**src/inc/trim_regs_pkg.sv**
```systemverilog
// Package for the identification and oscillator trim register bank.
// Assumes an 8-bit byte-wide register port with 11-bit byte addresses.
package trim_regs_pkg;

  //////////////////////////////////////////////////////////////////////////
  // Widths
  localparam int ADDR_W = 11;                       // Byte address width
  localparam int DATA_W = 8;                        // Register data width
  localparam int TRIM_W = 32;                       // Trim word width
  localparam int NUM_SYNTH = 4;                     // Synthesizers trimmed

  //////////////////////////////////////////////////////////////////////////
  // Register offsets
  localparam logic [ADDR_W-1:0] OFS_READY    = 11'h000; // Readiness/family
  localparam logic [ADDR_W-1:0] OFS_PART_ID  = 11'h001; // Part identifier
  localparam logic [ADDR_W-1:0] OFS_REVISION = 11'h002; // Silicon revision
  localparam logic [ADDR_W-1:0] OFS_TRIM0    = 11'h00b; // Trim, MSB byte
  localparam logic [ADDR_W-1:0] OFS_TRIM3    = 11'h00e; // Trim, LSB byte
  localparam logic [ADDR_W-1:0] OFS_SPUR     = 11'h010; // Spur setting

  //////////////////////////////////////////////////////////////////////////
  // Field positions and values
  localparam int READY_BIT = 7;                     // Ready flag bit
  localparam logic [1:0] READY_RSVD = 2'h0;         // Bits 6:5
  localparam logic [TRIM_W-1:0] TRIM_RESET = 32'h046aaaab; // Trim default
  localparam logic [DATA_W-1:0] SPUR_RESET = 8'h00; // Spur default
  localparam logic [DATA_W-1:0] UNMAPPED_RD = 8'h00; // Unmapped read

  //////////////////////////////////////////////////////////////////////////
  // Timing at 100 MHz
  localparam int CLK_PERIOD_NS = 10;                // SYS_CLK period
  localparam int INIT_TIME_NS = 1000;               // Initialisation time
  localparam int INIT_CYCLES = (INIT_TIME_NS + CLK_PERIOD_NS - 1)
                               / CLK_PERIOD_NS;     // Rounded up
  localparam int RECONF_TIME_MS = 85;               // Reconfiguration time
  localparam int RECONF_CYCLES = (RECONF_TIME_MS * 1000000
                                 + CLK_PERIOD_NS - 1) / CLK_PERIOD_NS;

  //////////////////////////////////////////////////////////////////////////
  // Bus request carrier
  typedef struct packed
  {
    logic              wr;                          // Write strobe
    logic              rd;                          // Read strobe
    logic [ADDR_W-1:0] addr;                        // Byte address
    logic [DATA_W-1:0] wdata;                       // Write data
  } bus_req_s;

endpackage : trim_regs_pkg

```
**src/hw/id_and_freq_offset_regs.sv**
```systemverilog
// Identification and oscillator trim register bank.
// Assumes a host that strobes one byte access per cycle, at most.
//
// Summary of operation
// [RL1] Ready bit low until initialisation ends
// [RL2] Part identifier read-only byte, host never writes
// [RL3] Silicon revision read-only byte, host never writes
// [RL4] Trim word: 32-bit signed, four bytes
// [RL5] One trim word feeds all four synthesizers
// [RL6] Host: positive trim for slow oscillator
// [RL7] Host computes trim from oscillator inaccuracy
// [RL8] Host keeps default for standard master clocks
// [RL9] Host keeps trim within five percent
// [RL10] Host writes spur setting after trim writes
// [RL11] Spur write starts 85 ms reconfiguration
// [RL12] Writes to identity registers change nothing
//
// The strobed register port was chosen for this implementation.
module id_and_freq_offset_regs
  import trim_regs_pkg::*;
#(
  parameter logic [4:0]  FAMILY_ID   = 5'h0a,       // Arbitrary value
  parameter logic [7:0]  PART_ID     = 8'h3c,       // Arbitrary value
  parameter logic [7:0]  REVISION_ID = 8'h01,       // Arbitrary value
  parameter int          INIT_CNT    = INIT_CYCLES, // Init length
  parameter int          RECONF_CNT  = RECONF_CYCLES // Reconfig length
)
(
  input  wire logic                          SYS_CLK, // System clock
  input  wire logic                          RST_N,   // Sync reset, low
  input  wire logic [trim_regs_pkg::ADDR_W-1:0] ADDR, // Byte address
  input  wire logic [trim_regs_pkg::DATA_W-1:0] WDATA,// Write data
  input  wire logic                          WR,      // Write strobe
  input  wire logic                          RD,      // Read strobe
  output logic [trim_regs_pkg::DATA_W-1:0]   RDATA,   // Read data
  output logic [trim_regs_pkg::NUM_SYNTH-1:0][trim_regs_pkg::TRIM_W-1:0]
                                             SYNTH_TRIM, // Per synth
  output logic [trim_regs_pkg::DATA_W-1:0]   SPUR_SETTING, // Spur value
  output logic                               RECONFIG_BUSY, // Reconfig
  output logic                               READY          // Init done
);

  //////////////////////////////////////////////////////////////////////////
  // Declarations
  localparam int ICW = $clog2(INIT_CNT + 1);        // Init counter width

  typedef enum logic [1:0] {ST_INIT, ST_RUN} init_e; // Startup states

  bus_req_s               req;                      // Bundled request
  init_e                  state_r;                  // Startup state
  logic [ICW-1:0]         init_cnt_r;               // Init countdown
  logic [TRIM_W-1:0]      trim_r;                   // Trim word
  logic [DATA_W-1:0]      spur_r;                   // Spur setting
  logic [DATA_W-1:0]      rd_nxt;                   // Read mux
  logic                   spur_wr;                  // Spur write pulse
  logic                   busy;                     // Reconfig active
  logic [1:0]             trim_idx;                 // Trim byte index
  logic                   trim_hit;                 // Trim address hit

  assign req = '{wr: WR, rd: RD, addr: ADDR, wdata: WDATA};
  assign trim_hit = (req.addr >= OFS_TRIM0) && (req.addr <= OFS_TRIM3);
  assign trim_idx = 2'(req.addr - OFS_TRIM0);
  assign spur_wr = req.wr && (req.addr == OFS_SPUR);

  //////////////////////////////////////////////////////////////////////////
  // Startup sequencer: ready flag after init count
  always_ff @(posedge SYS_CLK)
  begin
    if (!RST_N)
    begin
      state_r    <= ST_INIT;
      init_cnt_r <= ICW'(INIT_CNT);
    end
    else
    begin
      case (state_r)
        ST_INIT:
        begin
          // Count down, then release the host
          if (init_cnt_r <= ICW'(1))
            state_r <= ST_RUN;                      // [RL1]
          else
            init_cnt_r <= init_cnt_r - 1'b1;
        end
        ST_RUN:
          state_r <= ST_RUN;
        default:
          state_r <= ST_INIT;
      endcase
    end
  end

  // Ready output straight from a flop
  always_ff @(posedge SYS_CLK)
  begin
    if (!RST_N)
      READY <= 1'b0;
    else
      READY <= (state_r == ST_RUN);                 // [RL1]
  end

  //////////////////////////////////////////////////////////////////////////
  // Trim word, big-endian across four byte addresses
  always_ff @(posedge SYS_CLK)
  begin
    if (!RST_N)
      trim_r <= TRIM_RESET;
    else if (req.wr && trim_hit)
    begin
      // Lowest address holds the most significant byte
      case (trim_idx)                               // [RL4]
        2'h0:    trim_r[31:24] <= req.wdata;
        2'h1:    trim_r[23:16] <= req.wdata;
        2'h2:    trim_r[15:8]  <= req.wdata;
        2'h3:    trim_r[7:0]   <= req.wdata;
        default: trim_r        <= trim_r;
      endcase
    end
  end

  // Spur setting; writes restart reconfiguration
  always_ff @(posedge SYS_CLK)
  begin
    if (!RST_N)
      spur_r <= SPUR_RESET;
    else if (spur_wr)
      spur_r <= req.wdata;                          // [RL11]
  end

  // Reconfiguration period timer
  busy_timer #(
    .CYCLES (RECONF_CNT)
  ) u_reconf (
    .clk    (SYS_CLK),
    .rst_n  (RST_N),
    .start  (spur_wr),                              // [RL11]
    .busy   (busy)
  );

  //////////////////////////////////////////////////////////////////////////
  // Outputs to synthesizers, one trim word fanned out
  genvar g;
  generate
    for (g = 0; g < NUM_SYNTH; g++)
    begin : g_synth
      always_ff @(posedge SYS_CLK)
      begin
        if (!RST_N)
          SYNTH_TRIM[g] <= TRIM_RESET;
        else
          SYNTH_TRIM[g] <= trim_r;                  // [RL5]
      end
    end
  endgenerate

  // Spur and busy outputs registered
  always_ff @(posedge SYS_CLK)
  begin
    if (!RST_N)
    begin
      SPUR_SETTING  <= SPUR_RESET;
      RECONFIG_BUSY <= 1'b0;
    end
    else
    begin
      SPUR_SETTING  <= spur_r;
      RECONFIG_BUSY <= busy || spur_wr;             // [RL11]
    end
  end

  //////////////////////////////////////////////////////////////////////////
  // Read mux; identity registers ignore writes
  always_comb
  begin
    rd_nxt = UNMAPPED_RD;
    if (req.addr == OFS_READY)
      rd_nxt = {(state_r == ST_RUN), READY_RSVD, FAMILY_ID}; // [RL1]
    else if (req.addr == OFS_PART_ID)
      rd_nxt = PART_ID;                             // [RL2] [RL12]
    else if (req.addr == OFS_REVISION)
      rd_nxt = REVISION_ID;                         // [RL3] [RL12]
    else if (trim_hit)
    begin
      case (trim_idx)
        2'h0:    rd_nxt = trim_r[31:24];            // [RL4]
        2'h1:    rd_nxt = trim_r[23:16];
        2'h2:    rd_nxt = trim_r[15:8];
        default: rd_nxt = trim_r[7:0];
      endcase
    end
    else if (req.addr == OFS_SPUR)
      rd_nxt = spur_r;
  end

  // Read data valid the cycle after the strobe only
  always_ff @(posedge SYS_CLK)
  begin
    if (!RST_N)
      RDATA <= '0;
    else if (req.rd)
      RDATA <= rd_nxt;
    else
      RDATA <= '0;
  end

  //////////////////////////////////////////////////////////////////////////
  // Assertions
  property p_ready_low_init;
    @(posedge SYS_CLK) disable iff (!RST_N)
    (state_r == ST_INIT) |=> !READY;
  endproperty
  a_ready_low_init: assert property (p_ready_low_init) // [RL1]
    else $error("Ready high during initialisation");

  property p_ready_stays;
    @(posedge SYS_CLK) disable iff (!RST_N)
    READY |=> READY;
  endproperty
  a_ready_stays: assert property (p_ready_stays) // [RL1]
    else $error("Ready dropped without reset");

  property p_part_id_read;
    @(posedge SYS_CLK) disable iff (!RST_N)
    (RD && ADDR == OFS_PART_ID) |=> (RDATA == PART_ID);
  endproperty
  a_part_id_read: assert property (p_part_id_read) // [RL2]
    else $error("Part identifier read wrong");

  property p_rev_read;
    @(posedge SYS_CLK) disable iff (!RST_N)
    (RD && ADDR == OFS_REVISION) |=> (RDATA == REVISION_ID);
  endproperty
  a_rev_read: assert property (p_rev_read) // [RL3]
    else $error("Silicon revision read wrong");

  property p_trim_msb;
    @(posedge SYS_CLK) disable iff (!RST_N)
    (WR && ADDR == OFS_TRIM0) |=> ##1
      (SYNTH_TRIM[0][31:24] == $past(WDATA, 2));
  endproperty
  a_trim_msb: assert property (p_trim_msb) // [RL4]
    else $error("Trim high byte not updated");

  property p_all_synth;
    @(posedge SYS_CLK) disable iff (!RST_N)
    (SYNTH_TRIM[0] == SYNTH_TRIM[1]) && (SYNTH_TRIM[1] == SYNTH_TRIM[2])
      && (SYNTH_TRIM[2] == SYNTH_TRIM[3]);
  endproperty
  a_all_synth: assert property (p_all_synth) // [RL5]
    else $error("Synthesizer trims differ");

  property p_reconf_busy;
    @(posedge SYS_CLK) disable iff (!RST_N)
    spur_wr |=> RECONFIG_BUSY [*8];
  endproperty
  a_reconf_busy: assert property (p_reconf_busy) // [RL11]
    else $error("Reconfiguration not flagged");

  property p_id_wr_inert;
    @(posedge SYS_CLK) disable iff (!RST_N)
    (WR && ADDR <= OFS_REVISION) |=> $stable(trim_r) && $stable(spur_r);
  endproperty
  a_id_wr_inert: assert property (p_id_wr_inert) // [RL12]
    else $error("Identity write disturbed state");

  // Ready bit and READY both follow the state one edge later, so a
  // read of the readiness register must agree with the pin
  property p_ready_reg_read;
    @(posedge SYS_CLK) disable iff (!RST_N)
    (RD && ADDR == OFS_READY) |=> (RDATA == {READY, READY_RSVD, FAMILY_ID});
  endproperty
  a_ready_reg_read: assert property (p_ready_reg_read) // [RL1]
    else $error("Readiness register read wrong");

  // Read-back of the top trim byte matches what the synthesizers get
  property p_trim_rd_msb;
    @(posedge SYS_CLK) disable iff (!RST_N)
    (RD && ADDR == OFS_TRIM0) |=> (RDATA == SYNTH_TRIM[0][31:24]);
  endproperty
  a_trim_rd_msb: assert property (p_trim_rd_msb) // [RL4]
    else $error("Trim high byte read-back wrong");

  property p_trim_lsb;
    @(posedge SYS_CLK) disable iff (!RST_N)
    (WR && ADDR == OFS_TRIM3) |=> ##1
      (SYNTH_TRIM[3][7:0] == $past(WDATA, 2));
  endproperty
  a_trim_lsb: assert property (p_trim_lsb) // [RL4] [RL5]
    else $error("Trim low byte not updated");

  // Spur value reaches its output two edges after the write
  property p_spur_out;
    @(posedge SYS_CLK) disable iff (!RST_N)
    spur_wr |=> ##1 (SPUR_SETTING == $past(WDATA, 2));
  endproperty
  a_spur_out: assert property (p_spur_out) // [RL11]
    else $error("Spur setting not updated");

  // Busy flag drops one edge after the timer runs out, unless restarted
  property p_busy_ends;
    @(posedge SYS_CLK) disable iff (!RST_N)
    ($fell(busy) && !spur_wr) |=> !RECONFIG_BUSY;
  endproperty
  a_busy_ends: assert property (p_busy_ends) // [RL11]
    else $error("Reconfiguration flag held too long");

  c_ready: cover property (@(posedge SYS_CLK) $rose(READY));
  c_trim_wr: cover property (@(posedge SYS_CLK) WR && trim_hit);
  c_spur_wr: cover property (@(posedge SYS_CLK) spur_wr);
  c_reconf_end: cover property (@(posedge SYS_CLK) $fell(RECONFIG_BUSY));

endmodule : id_and_freq_offset_regs

```
**src/hw/busy_timer.sv**
```systemverilog
// Busy timer: loads on a start pulse and counts down to zero.
// Assumes one clock, synchronous active-low reset.
module busy_timer
#(
  parameter int CYCLES = 16                         // Busy length in cycles
)
(
  input  wire logic clk,                            // System clock
  input  wire logic rst_n,                          // Sync reset, low
  input  wire logic start,                          // Begin a busy period
  output logic      busy                            // Counting
);
  localparam int CW = $clog2(CYCLES + 1);           // Counter width
  localparam logic [CW-1:0] LOAD = CW'(CYCLES);     // Load value

  logic [CW-1:0] count_r;                           // Cycles remaining

  // Load on start, else count down
  always_ff @(posedge clk)
  begin
    if (!rst_n)
      count_r <= '0;
    else if (start)
      count_r <= LOAD;
    else if (count_r != '0)
      count_r <= count_r - 1'b1;
  end

  assign busy = (count_r != '0);

endmodule : busy_timer

```
**config.mk**
```make
export PLATFORM = sky130hd
export DESIGN_NAME = id_and_freq_offset_regs
export DESIGN_NICKNAME = d
export VERILOG_FILES = /design/src/inc/trim_regs_pkg.sv /design/src/hw/id_and_freq_offset_regs.sv /design/src/hw/busy_timer.sv
export SDC_FILE = /design/constraint.sdc
export NUM_CORES = 1
export LEC_CHECK = 0
export ABC_AREA = 1
export BUFFER_PORTS_ARGS = -buffer_cell sky130_fd_sc_hd__buf_4
export CAP_MARGIN = 25
export CORE_ASPECT_RATIO = 1.25
export CORE_MARGIN = 4
export CORE_UTILIZATION = 56
export DETAILED_ROUTE_END_ITERATION = 10
export GPL_TIMING_DRIVEN = 0
export PLACE_DENSITY = 0.85
export SYNTH_ARGS = -nofsm -noshare
export SYNTH_HDL_FRONTEND = slang
export SYNTH_SLANG_ARGS = --single-unit
```
**constraint.sdc**
```tcl
create_clock -name SYS_CLK -period 3.85 [get_ports SYS_CLK]
set_input_delay 0.1925 -clock SYS_CLK [delete_from_list [all_inputs] [get_ports SYS_CLK]]
set_output_delay 0.1925 -clock SYS_CLK [all_outputs]
set_load 0.02 [all_outputs]
```
**Yosys cells after proc, flatten, opt, wreduce, memory -nomap -nowiden**

Index checks and enable logic that the tools add are counted.

- Muxes and demuxes: 10
- Multipliers: 0
- $lt $le $gt $ge: 3
- Bitwise operators: 3
- Reduce and logical (&&, ||, !) cells: 19
- Shift-type cells: 0
- Eq/ne operators: 8
- Div/mod/pow operators: 0
- Add/sub/neg operators: 3

Operators by type and width:

| operator | count |
|---|---|
| two-way mux 24 bit | 2 |
| two-way mux 8 bit | 5 |
| one-hot mux 8 bit (3 select lines) | 1 |
| nonzero test 24 bit | 1 |
| subtractor 24 x 1 -> 24 bit, second input constant | 1 |
| AND reduction 2 bit | 6 |
| equality test 11 x 1 -> 1 bit, second input constant | 1 |
| equality test 11 x 2 -> 1 bit, second input constant | 1 |
| equality test 11 x 5 -> 1 bit, second input constant | 1 |
| >= comparator 11 x 4 -> 1 bit, second input constant | 1 |
| <= comparator 11 x 4 -> 1 bit, second input constant | 1 |
| logical NOT 11 bit | 1 |
| <= comparator 7 x 1 -> 1 bit, second input constant | 1 |
| subtractor 7 x 1 -> 7 bit, second input constant | 1 |
| OR reduction 5 bit | 1 |
| equality test 2 x 1 -> 1 bit, second input constant | 2 |
| equality test 2 bit, second input constant | 2 |
| logical NOT 2 bit | 2 |
| one-hot mux 2 bit (2 select lines) | 1 |
| OR reduction 4 bit | 1 |
| logical AND 1 bit | 3 |
| NOT 1 bit | 3 |
| OR reduction 3 bit | 1 |
| two-way mux 2 bit | 1 |
| other kinds (5) | 5 |

- Memory bits (read-only): 0
- Word-level logic and storage cells: 63
- Bits in latches: 0
- Memories kept: 0
- Register bits after elaboration: 123
- RAM bits: 0

**Longest topological paths before layout**

- Depth after elaboration: 7
- Gate-level depth with buffers: 10
- Depth with buffers taken out: 9

**Hierarchy**

A second synthesis with hierarchy kept.

- Cell total of the unflattened synthesis: 854
- Area, all modules: 6095.8 um2

By module, submodules not included:

| module | cells each | area an instance (um2) | seq. area each (um2) | instances |
|---|---|---|---|---|
| id_and_freq_offset_regs | 644 | 4655.7 | 1961.9 | 1 |
| busy_timer | 210 | 1440.1 | 480.5 | 1 |

**Least setup slack after synthesis**

Ideal clock, no wire load.

- Kind: register -> register
- Start point: register u_reconf.count_r[0]
- End point: register u_reconf.count_r[1]
- Path slack: 2284 ps
- Path buffers: 1
- Data arrival time: 1481 ps
- Setup time: 86 ps
- Cell stages (with the launch flop): 8
- Cells stage by stage: dfxtp_1 -> inv_1 -> ha_1 -> nand2_1 -> nor2_4 -> nand3_1 -> buf_2 -> a211oi_1

- Word-level cells in the longest chain between the ends: 1

RTL lines:

| what | line | RTL |
|---|---|---|
| start: declaration | busy_timer.sv:16 | `logic [CW-1:0] count_r;` |
| start signal: assignment | busy_timer.sv:26 | `count_r <= count_r - 1'b1;` |
| subtractor 24 x 1 -> 24 bit / nonzero test 24 bit (equally long branches) | busy_timer.sv:26, busy_timer.sv:25 |  |

Parallel ways exist; a longest one is shown, timed or not.
A chain may end at the register's enable or synchronous reset.

**Worst setup path after layout**

Same ends and word-level chain as after synthesis.

==> impl_metrics.env <==
export IMPL_dr_pass1_iters=6
export IMPL_ant_nets=0
export IMPL_min_path_type="in2reg"
export IMPL_power_share_sequential=0.355
export IMPL_area_growth_pct=33.0
export IMPL_yosys_warnings=0
export IMPL_place_ws_ns=1.94
export IMPL_synthesis_area_um2=5940
export IMPL_yosysTopAreaCell="dfxtp_1"
export IMPL_setup_slack_ns=1.87
export IMPL_fin_skew_ns=0.00667
export IMPL_overflow=0
export IMPL_cp_top_family="simple AND/OR/NAND/NOR gates"
export IMPL_die_area_um2=12300
export IMPL_switching_share=0.349
export IMPL_multiInputGateArea_um2=2280
export IMPL_critPathMaxFanout=10
export IMPL_p_int_mw=2.80
export IMPL_cts_tree="yes"
export IMPL_clkPwrFrac=0.345
export IMPL_fin_util=0.773
export IMPL_grt_pass1_vias=5503
export IMPL_clock_sinks=122
export IMPL_clk_path_buf_depth=2
export IMPL_grt_pass1_wl_um=25200
export IMPL_slowest_stage="dfxtp_1"
export IMPL_grt_max_degree=17
export IMPL_rsz0062_at_grt="false"
export IMPL_finalSetupViolCount=0
export IMPL_worstMarginPinSlew_ns=0.640
export IMPL_clock_root_buffer="clkbuf_16"
export IMPL_track_usage=0.259
export IMPL_powerDensity_nw_per_um2=544
export IMPL_wl_per_cell_um=13.9
export IMPL_clock_fmax_mhz=504
export IMPL_maxSlewViolCount=0
export IMPL_yosysSeqAreaShare=0.411
export IMPL_cts_setup_buffers=0
export IMPL_drive_gt1_frac=0.334
export IMPL_fin_crit_sh=0.516
export IMPL_route_detailed_drc=0
export IMPL_drv_cap=0
export IMPL_wl_um=15900
export IMPL_endpoint_kind="flop"
export IMPL_peakVddDrop_uv=320
export IMPL_first_iter_violations=397
export IMPL_crit_required_ns=4.18
export IMPL_ios=169
export IMPL_port_buffers=166
export IMPL_status="completed"
export IMPL_slew_headroom=0.573
export IMPL_gp_congestion=0.954
export IMPL_synth_fp_nets=841
export IMPL_cpPeakStageDelay_ns=0.33
export IMPL_cp_arrival_ns=2.31
export IMPL_fin_crit_ns=1.98
export IMPL_cts_buffers=17
export IMPL_clk_pin_slew_ns=0.06
export IMPL_p_leak_nw=4.26
export IMPL_rrSetupSlack_ns=1.87
export IMPL_vias=5768
export IMPL_setup_tns_final_ns=0
export IMPL_crit_chain="inv_1 -> ha_1 -> nand2_1 -> nor2_4 -> nand3_1 -> buf_2 -> a211oi_1"
export IMPL_design_power_total_mw=4.30
export IMPL_core_um2=10200
export IMPL_hold_violations=0
export IMPL_p_comb_frac=0.300
export IMPL_h_tree_depth=4
export IMPL_netlist_top_cells_area="dfxtp_1, buf_4, nand2_1"
export IMPL_startpoint_type="flop"
export IMPL_crit_buf_inv=2
export IMPL_p_switching_mw=1.50
export IMPL_regArea_um2=2440
export IMPL_placed_cell_area_um2=7340
export IMPL_synth_top_area_frac=0.411
export IMPL_insertion_delay_ns=0.42
export IMPL_final_nets=1026
export IMPL_viasPerCell=5.05
export IMPL_antenna_found_initial=0
export IMPL_n_antenna_cell=0
export IMPL_start_util=0.581
export IMPL_cts_resized=0
export IMPL_die_h_um=123
export IMPL_crit_type="reg2reg"
export IMPL_synth_distinct_cells=34
export IMPL_final_area_um2=7890
export IMPL_syn_area_per_cell_um2=7.28
export IMPL_std_cell_rows=41
export IMPL_die_x_um=100
export IMPL_postSynthCellCount=815
export IMPL_ys_ff_latch=122
export IMPL_dp_hpwl_um=11700
export IMPL_cts_hold_buf=0
export IMPL_fillers=762
synthesized netlist by cell type:
master,n
or2_2,16
nand3_2,1
nand3b_1,2
buf_4,100
ha_1,3
clkinv_1,1
buf_6,4
nand2_2,3
xor2_1,4
nand2_1,190
xnor2_1,11
nand4_1,11
o22ai_1,1
inv_1,91
nor2_1,112
a21oi_1,27
o21ai_2,1
nor3b_1,1
nand3_1,62
nand2_4,2
nand4_2,3
o211ai_1,3
nor2_8,2
clkbuf_1,5
buf_1,3
buf_2,8
nor2_4,3
a21o_1,2
nor3_1,4
o21ai_0,13
a211oi_1,2
and3_1,1
nand4_4,1
dfxtp_1,122
per-layer routing:
metal | track usage | up-vias | wire, um
li1 | - | 2803 | -
met3 | 0.0638 | 63 | 1450
met1 | 0.280 | 2611 | 5720
met2 | 0.463 | 291 | 8050
met4 | 0.140 | 0 | 647
met5 | 0 | - | 0
kinds of logic after synthesis:
group,Yosys count,synth area share
xor+xnor,15,0.0221
buf+inv,212,0.204
compound gates,49,0.0451
simple gates,414,0.311
flops,122,0.411
fa+ha+maj,3,0.00632
path summary, 6_finish.rpt:
| kind | endpoint | cells past startpoint | from |
|---|---|---|---|
| worst max-delay path | u_reconf.count_r[1]$_SDFFE_PP0P_ | 7 | u_reconf.count_r[0]$_SDFFE_PP0P_ |
| worst min register to register | SPUR_SETTING[3]$_SDFF_PN0_ | 2 | spur_r[3]$_SDFFE_PN0P_ |
| worst max register to register | u_reconf.count_r[1]$_SDFFE_PP0P_ | 7 | u_reconf.count_r[0]$_SDFFE_PP0P_ |
| worst min-delay path | trim_r[18]$_SDFFE_PN0P_ | 3 | WDATA[2] |
stage by stage:
step	cells	hold WS (ns)
final	1142	0.0599
after global placement	1110	0.417
after CTS	1142	0.0555
after floorplan	815	0.327
after global routing	1142	0.0658
after detailed placement	1110	0.422
registers in the layout, indices dropped and copies added (netlist names):
register          count
u_reconf.count_r     24
SPUR_SETTING          8
init_cnt_r            7
SYNTH_TRIM           32
RECONFIG_BUSY         1
trim_r               32
state_r               1
spur_r                8
RDATA                 8
READY                 1
final cells by class:
class / instances / share of cell area
sequential: 122 / 0.309
multi-input combinational: 481 / 0.289
tap: 129 / 0.0204
buffer: 120 / 0.110
clock buffer: 24 / 0.0610
timing repair buffer: 166 / 0.158
inverter: 92 / 0.0437
clock inverter: 8 / 0.00872
placed cells by master, fill, tap and decap left out, types with 6 or more instances in the layout:
master,n
dfxtp_1,122
clkinv_2,6
nand4_1,11
clkbuf_16,17
buf_4,266
or2_2,16
buf_2,8
inv_1,91
clkbuf_1,9
nor2_1,112
nand3_1,62
a21oi_1,27
xnor2_1,11
nand2_1,190
o21ai_0,13
worst min-delay path, delay by kind of cell:
family,cells,cell delay [ns]
and+or+nand+nor,2,0.13
buffers and inverters,1,0.12
power by group through the flow:
stage / clock [mW] / sequential, mW / combinational (mW)
2_1_floorplan: 0 / 1.51 / 1.00
3_3_place_gp: 0 / 1.54 / 1.21
3_5_place_dp: 0 / 1.54 / 1.24
4_1_cts: 1.49 / 1.52 / 1.27
5_1_grt: 1.55 / 1.54 / 1.48
6_report: 1.48 / 1.53 / 1.29
Note: power is estimated with default switching activity, not from simulation.
